--- src/common/irs_map.svh ---
// timing counts and field constants for the resource manager root setup block
`ifndef IRS_MAP_SVH
`define IRS_MAP_SVH
`define IRS_CLK_HZ          20000000
`define IRS_CM_DEADLINE_NS  125000
`define IRS_CM_DEADLINE_CYC ((`IRS_CM_DEADLINE_NS / 50))
`define IRS_CS_WAIT_NS      20000
`define IRS_CS_WAIT_CYC     ((`IRS_CS_WAIT_NS / 50))
`define IRS_BCAST_CH        6'h1f
`define IRS_BC_VALID_BIT    31
`define IRS_CMSTR_BIT       8
`endif

--- src/common/irs_pkg.sv ---
// types for the resource manager root setup block
package irs_pkg;
   typedef enum logic [3:0] {
      IRS_IDLE   = 4'h0,
      IRS_CHECK  = 4'h1,
      IRS_WAITCS = 4'h3,
      IRS_RDBIB  = 4'h2,
      IRS_PHYCFG = 4'h6,
      IRS_WRCLR  = 4'h7,
      IRS_FORCE  = 4'h5,
      IRS_RESET  = 4'h4,
      IRS_CAPCHK = 4'hc,
      IRS_TAKE   = 4'hd,
      IRS_DONE   = 4'hf
   } irs_state_e;

   typedef struct packed {
      logic       valid;
      logic [5:0] phy_id;
      logic       force_root;
   } irs_phycfg_s;

   typedef struct packed {
      logic        valid;
      logic        is_read;
      logic [5:0]  node;
      logic [1:0]  target;
      logic [31:0] data;
   } irs_req_s;

   typedef struct packed {
      logic        valid;
      logic        ok;
      logic [1:0]  target;
      logic [31:0] data;
   } irs_rsp_s;

   typedef struct packed {
      irs_state_e  st;
      logic [12:0] tmr;
      logic [12:0] cs_tmr;
      logic [5:0]  cand;
      logic        rm_ok;
      irs_phycfg_s phy;
      irs_req_s    req;
      logic        bus_reset;
      logic        cm_late;
   } irs_state_s;
endpackage : irs_pkg

--- src/rtl/irs_root_setup.sv ---
// post bus reset root and cycle master setup for the resource manager node
`timescale 1ns/1ps
`include "irs_map.svh"

module irs_root_setup #(
   parameter int unsigned CM_DEADLINE_CYC = `IRS_CM_DEADLINE_CYC,
   parameter int unsigned CS_WAIT_CYC     = `IRS_CS_WAIT_CYC
) (
   input  wire logic                clk,
   input  wire logic                rst_b,
   input  wire logic                bus_reset_done,
   input  wire logic [5:0]          self_id,
   input  wire logic [5:0]          root_id,
   input  wire logic [5:0]          rm_id,
   input  wire logic                bm_present,
   input  wire logic                bc_capable,
   input  wire logic                cs_seen,
   input  wire logic                bc_write_valid,
   input  wire logic                rm_unchanged_ok,
   input  wire logic                cand_valid,
   input  wire logic [5:0]          cand_id,
   input  wire irs_pkg::irs_rsp_s   rsp,
   input  wire logic                req_ready,
   input  wire logic                phy_ready,
   output irs_pkg::irs_req_s        req,
   output irs_pkg::irs_phycfg_s     phy_cfg,
   output logic                     bus_reset_req,
   output logic                     cm_late,
   output logic                     busy
);
   import irs_pkg::*;

   // far side register targets carried in req and rsp
   localparam logic [1:0] TGT_BIB = 2'h0;
   localparam logic [1:0] TGT_CLR = 2'h1;
   localparam logic [1:0] TGT_BC  = 2'h2;
   localparam logic [1:0] TGT_GEN = 2'h3;

   irs_state_s s;
   irs_state_s next_s;
   logic       lost_root;
   logic       check_rm;
   logic       evidence;

   function automatic irs_req_s mk_req(input logic rd, input logic [5:0] n, input logic [1:0] t,
                                       input logic [31:0] d);
      irs_req_s r;
      r.valid   = 1'b1;
      r.is_read = rd;
      r.node    = n;
      r.target  = t;
      r.data    = d;
      return r;
   endfunction : mk_req

   function automatic irs_phycfg_s mk_phy(input logic [5:0] n);
      irs_phycfg_s p;
      p.valid      = 1'b1;
      p.phy_id     = n;
      p.force_root = 1'b1;
      return p;
   endfunction : mk_phy

   function automatic logic is_active(input irs_state_e st);
      return (st != IRS_IDLE) && (st != IRS_DONE);
   endfunction : is_active

   function automatic logic rsp_hit(input irs_rsp_s r, input logic [1:0] t);
      return r.valid && (r.target == t);
   endfunction : rsp_hit

   // self is the fallback when no other cycle master capable node is known
   function automatic logic [5:0] pick_cand(input logic v, input logic [5:0] c, input logic [5:0] own);
      return v ? c : own;
   endfunction : pick_cand

   // lost root: manager here, root elsewhere, nobody managing the bus
   assign lost_root = (rm_id == self_id) && (root_id != self_id) && !bm_present;
   assign check_rm  = (rm_id != self_id) && bc_capable;
   // pulses count in the very cycle they arrive, a run restart included
   assign evidence  = bc_write_valid || rm_unchanged_ok;

   always_comb begin
      next_s = s;
      next_s.bus_reset = 1'b0;
      if (s.req.valid && req_ready) begin
         next_s.req.valid = 1'b0;
      end
      if (s.phy.valid && phy_ready) begin
         next_s.phy.valid = 1'b0;
      end
      // counter parks at the limit so cm_late stays up until the next run
      if (is_active(s.st)) begin
         if (s.tmr == 13'(CM_DEADLINE_CYC)) begin
            next_s.cm_late = 1'b1;
         end else begin
            next_s.tmr = s.tmr + 13'h1;
         end
      end
      if (evidence) begin
         next_s.rm_ok = 1'b1;
      end
      unique case (s.st)
         IRS_IDLE, IRS_DONE: begin
            if (bus_reset_done) begin
               next_s.st      = IRS_CHECK;
               next_s.tmr     = 13'h0;
               next_s.cs_tmr  = 13'h0;
               next_s.cm_late = 1'b0;
               next_s.rm_ok   = evidence;
            end
         end
         IRS_CHECK: begin
            // no wait for a bus manager election here
            if (lost_root) begin
               next_s.st = IRS_WAITCS;
            end else if (check_rm) begin
               next_s.st = IRS_CAPCHK;
               next_s.req = mk_req(1'b1, rm_id, TGT_BC, 32'h0);
            end else begin
               next_s.st = IRS_DONE;
            end
         end
         IRS_WAITCS: begin
            // short wait only; cycle starts skip the read
            if (cs_seen) begin
               next_s.st = IRS_PHYCFG;
            end else if (s.cs_tmr == 13'(CS_WAIT_CYC)) begin
               next_s.st  = IRS_RDBIB;
               next_s.req = mk_req(1'b1, root_id, TGT_BIB, 32'h0);
            end else begin
               next_s.cs_tmr = s.cs_tmr + 13'h1;
            end
         end
         IRS_RDBIB: begin
            if (rsp_hit(rsp, TGT_BIB)) begin
               if (rsp.ok && rsp.data[`IRS_CMSTR_BIT]) begin
                  next_s.st = IRS_PHYCFG;
               end else begin
                  next_s.st   = IRS_FORCE;
                  next_s.cand = pick_cand(cand_valid, cand_id, self_id);
               end
            end else if (s.cm_late) begin
               // silent root: deadline already gone, so move the root role anyway
               next_s.st   = IRS_FORCE;
               next_s.cand = pick_cand(cand_valid, cand_id, self_id);
            end
         end
         // both packets leave together; done waits until both are taken
         IRS_PHYCFG: begin
            if (!s.phy.valid && !s.req.valid) begin
               next_s.phy = mk_phy(root_id);
               next_s.req = mk_req(1'b0, root_id, TGT_CLR, 32'(1) << `IRS_CMSTR_BIT);
               next_s.st  = IRS_WRCLR;
            end
         end
         IRS_WRCLR: begin
            if (!s.req.valid && !s.phy.valid) begin
               next_s.st = IRS_DONE;
            end
         end
         IRS_FORCE: begin
            if (!s.phy.valid) begin
               next_s.phy = mk_phy(s.cand);
               next_s.st  = IRS_RESET;
            end
         end
         IRS_RESET: begin
            if (!s.phy.valid) begin
               next_s.bus_reset = 1'b1;
               next_s.st        = IRS_DONE;
            end
         end
         IRS_CAPCHK: begin
            if (s.rm_ok) begin
               next_s.st = IRS_DONE;
            end else if (rsp_hit(rsp, TGT_BC)) begin
               if (rsp.ok && rsp.data[`IRS_BC_VALID_BIT]) begin
                  next_s.st = IRS_DONE;
               end else begin
                  next_s.req = mk_req(1'b1, rm_id, TGT_GEN, 32'h0);
               end
            end else if (rsp_hit(rsp, TGT_GEN)) begin
               next_s.st = (rsp.ok && rsp.data != 32'h0) ? IRS_DONE : IRS_TAKE;
            end else if (s.cm_late) begin
               // no answer from the manager is no proof of capability
               next_s.st = IRS_TAKE;
            end
         end
         IRS_TAKE: begin
            next_s.cand = self_id;
            next_s.st   = IRS_FORCE;
         end
         default: begin
            next_s.st = IRS_IDLE;
         end
      endcase
   end

   // one register for all state, so reset clears every field together
   always_ff @(posedge clk or negedge rst_b) begin
      if (!rst_b) begin
         s <= '0;
      end else begin
         s <= next_s;
      end
   end

   assign req           = s.req;
   assign phy_cfg       = s.phy;
   assign bus_reset_req = s.bus_reset;
   assign cm_late       = s.cm_late;
   assign busy          = is_active(s.st);
endmodule : irs_root_setup

--- config.mk ---
export PLATFORM = sky130hd
export DESIGN_NAME = irs_root_setup
export DESIGN_NICKNAME = d
export VERILOG_FILES = /design/src/common/irs_pkg.sv /design/src/rtl/irs_root_setup.sv
export VERILOG_INCLUDE_DIRS = /design/src /design/src/common
export SDC_FILE = /design/constraint.sdc
export NUM_CORES = 1
export LEC_CHECK = 0
export BUFFER_PORTS_ARGS = -buffer_cell sky130_fd_sc_hd__buf_4
export CAP_MARGIN = 20
export CORE_AREA = 2 2 91 93
export CTS_CLUSTER_DIAMETER = 50
export DETAILED_ROUTE_END_ITERATION = 8
export DIE_AREA = 0 0 93 95
export PLACE_DENSITY = 0.77
export REMOVE_ABC_BUFFERS = 1
export SYNTH_ARGS = -nofsm -noshare
export SYNTH_HDL_FRONTEND = slang
export SYNTH_SLANG_ARGS = --single-unit
--- constraint.sdc ---
create_clock -name clk -period 4.3 [get_ports clk]
set_input_delay 0.43 -clock clk [delete_from_list [all_inputs] [get_ports clk]]
set_output_delay 0.43 -clock clk [all_outputs]
set_load 0.02 [all_outputs]
==> flow_metrics.py <==
metrics = {
    "status": {
        "status": "finished clean",
    },
    "route": {
        "routedWlPerCell_um": 14.66,
        "routed-wl-met3_um": 536,
        "drt-total-wl_mm": 8.725,
        "vias": 3145,
        "top_layer_used": "met4",
        "wl_met2_mm": 4.400,
        "wl_met1_mm": 3.680,
        "drc": 0,
        "detail-route-antenna-nets": 0,
        "drt_iter0_markers": 111,
        "firstDrtPassIters": 4,
        "routed_via_density": 5.286,
    },
    "pwr": {
        "p_int_mw": 1.560,
        "combPwrFrac": 0.397,
        "clockPowerShare": 0.245,
        "p_leak_nw": 2.131,
        "switchingPower_mw": 1.011,
        "cellPowerDensity_nw_per_um2": 570.4,
        "ir_worst_vdd_mv": 0.3381,
        "p_sw_frac": 0.3933,
        "seqPwrFrac": 0.358,
    },
    "timing": {
        "rsz0062_at_grt": "false",
        "fin_ws_ns": 1.956,
        "setup_viol": 0,
        "max_freq_mhz": 426.6,
        "fin_tns_setup_ns": 0,
        "relSlewSlack": 0.5138,
        "min_period_ns": 2.344,
        "fin_skew_ns": 0.01101,
        "hold_violations": 0,
        "slew_viol_final": 0,
        "worst_slew_pin_slew_ns": 0.7261,
        "timing.final.crit_share": 0.5451,
        "hold-worst-slack_ns": 0.1370,
    },
    "global_route": {
        "grt_antenna_before_repair": 0,
        "grt_util_all_layers": 0.2107,
        "grt_first_pass_wirelength_mm": 14.81,
        "grt_overflow_total": 0,
        "grt_max_degree": 59,
        "grt_pass1_vias": 3156,
    },
    "critical_path": {
        "cp_cell_sequence": "or2_1, o31ai_4, inv_2, buf_4",
        "cp-start-kind": "flip-flop",
        "worst-path-buf-inv": 2,
        "cpLargestDelayFamily": "flip-flops",
        "crit_arrival_ns": 1.91,
        "cp.required_ns": 3.87,
        "slowest_delay_ns": 0.50,
        "worst-setup-path-type": "flip-flop to output pin",
        "slowest_stage": "dfrtp_1",
        "crit_path_end_kind": "output pin",
        "path_max_fanout": 12,
    },
    "clocking": {
        "clkSinkCount": 58,
        "clockBufferDepth": 2,
        "cts_tree": "done",
        "worstSkewPairLatency_ns": 0.34,
        "cts_setup_buffers": 0,
        "h-tree-depth": 3,
        "cts_resized": 0,
        "cts_hold_buf": 0,
        "cts_root_buffer": "clkbuf_8",
        "cts_buffers": 9,
        "clk_pin_slew_ns": 0.07,
    },
    "floorplan": {
        "floorplan.initialDensity": 0.4759,
        "die_area_um2": 8835,
        "ios": 124,
        "die-width_um": 93,
        "core_area_um2": 7928,
        "die_height_um": 95,
        "placementRows": 33,
    },
    "synth": {
        "synthArstFlopShare": 1.000,
        "synth_seq_cells": 58,
        "synthCells": 413,
        "netlist_area_um2": 3772,
        "ys_seq_area_frac": 0.3847,
        "yosys_warnings": 0,
        "synthFlopType": "dfrtp_1",
        "synth_cell_types": 60,
        "avgSynthCellArea_um2": 9.134,
        "synth-edff-count": 0,
    },
    "run": {
        "maxCapViolCount": 0,
    },
    "placed_design": {
        "pre_cts_ws_ns": 1.933,
        "port_buffers": 92,
        "dp_hpwl_mm": 6.565,
        "place.gp.congestion": 0.8824,
        "dp_cells": 579,
    },
    "final_layout": {
        "fin_nets": 560,
        "layout-area-overhead-vs-synth_pct": 19.50,
        "drive_above_1_share": 0.2694,
        "diodes": 0,
        "utilization": 0.5687,
        "final_cell_count_no_fill": 595,
    },
    "worst_hold_path": {
        "worstHoldPathType": "primary input to asynchronous set/reset pin",
    },
}
## worst reg2reg max path: cells and delay by family (launching register included)
family	cells	cell delay (ns)
AOI/OAI and AO/OA	1	0.20
buffers and inverters	1	0.19
DFF	1	0.68
and+or+nand+nor	4	1.08
## cells in the mapped netlist (3+ instances only)
cell | instances | area share
xnor2_1 | 15 | 0.035
nand4_1 | 10 | 0.017
nor3_2 | 4 | 0.011
nor4b_1 | 5 | 0.012
nor2_1 | 39 | 0.039
nor3_1 | 7 | 0.0093
inv_1 | 11 | 0.011
a21oi_1 | 16 | 0.021
or2_2 | 3 | 0.0050
buf_2 | 5 | 0.0066
xor2_1 | 14 | 0.033
buf_4 | 54 | 0.11
a21o_1 | 5 | 0.010
dfrtp_1 | 58 | 0.38
nand2b_1 | 7 | 0.012
a22oi_1 | 6 | 0.012
a221o_1 | 6 | 0.016
o211ai_1 | 3 | 0.0060
nand3_1 | 13 | 0.017
o21ai_0 | 10 | 0.013
nor4_1 | 10 | 0.017
nand2_1 | 40 | 0.040
a31oi_1 | 3 | 0.0050
and2_1 | 8 | 0.013
o31ai_1 | 4 | 0.0080
ha_1 | 4 | 0.013
or3_1 | 3 | 0.0050
mux2i_1 | 7 | 0.019
and3_1 | 6 | 0.010
## power by group through the flow
stage / logic [mW] / registers [mW] / clock network (mW)
final: 1.02 / 0.920 / 0.631
after global routing: 1.13 / 0.949 / 0.673
after CTS: 1.03 / 0.920 / 0.642
after detailed placement: 1.02 / 0.925 / 0
after global placement: 0.992 / 0.923 / 0
after floorplan: 0.567 / 0.986 / 0
## placed cells by master, fill, tap and decap left out, drive strengths merged, types with 11 or more instances in the layout
cell / synthesis / routed
nand3: 14 / 14
o21ai: 12 / 12
nor4: 12 / 12
nor3: 11 / 11
inv: 12 / 13
buf: 61 / 93
nor2: 40 / 40
nand2: 41 / 41
a21oi: 16 / 16
xor2: 14 / 14
conb: 1 / 31
xnor2: 15 / 15
dfrtp: 58 / 58
## state kept, by name (all words and copies together) (netlist names)
register	cells
bus_reset_req	1
cm_late	1
s	37
req	11
phy_cfg	8
## final cells by class
type                            instances  area, um^2
Tap cell                              105       131.4
Clock inverter                          6       112.6
Fill cell                             704        3420
Timing Repair Buffer                   93       698.2
Multi-Input combinational cell        311        1932
Clock buffer                           10       137.6
Sequential cell                        58        1451
Inverter                               12       45.04
## layer usage
layer / vias to the layer above / global-route usage
met3: 12 / 0.05028
met1: 1516 / 0.2539
met5: - / 0
met4: 0 / 0.07108
li1: 1518 / -
met2: 99 / 0.3708
## cell families after synthesis
group	count (synthesis)	share of synthesized area
AND/OR/NAND/NOR	176	0.2597
buffers and inverters	74	0.1330
AO/OA/AOI/OAI	64	0.1224
flip-flops	58	0.3847
XOR/XNOR	29	0.06733
multiplexers	7	0.01857
adder cells (fa/ha/maj)	4	0.01327
other	1	0.0009941
## stage by stage
step	total power, mW	cell area, um^2
after CTS	2.588	4508
final	2.571	4508
after global routing	2.752	4508
after detailed placement	1.944	4258
after global placement	1.916	4258
after floorplan	1.553	3428
## path summary, 6_finish.rpt
| kind | startpoint | end | slack, ns | cells past startpoint |
|---|---|---|---|---|
| max | s[88]$_DFFE_PN0P_ | busy | 1.96 | 4 |
| min | rst_b | s[82]$_DFF_PN0_ | 0.14 | 1 |
| max reg2reg | s[85]$_DFFE_PN0P_ | req[41]$_DFF_PN0_ | 2.00 | 6 |
| min reg2reg | s[80]$_DFF_PN0_ | s[80]$_DFF_PN0_ | 0.49 | 1 |
| max in group asynchronous | rst_b | s[57]$_DFFE_PN0P_ | 3.66 | 1 |
| min in group clk | phy_ready | phy_cfg[7]$_DFF_PN0_ | 0.26 | 2 |
No activity file was read; power rests on OpenSTA's default activity.
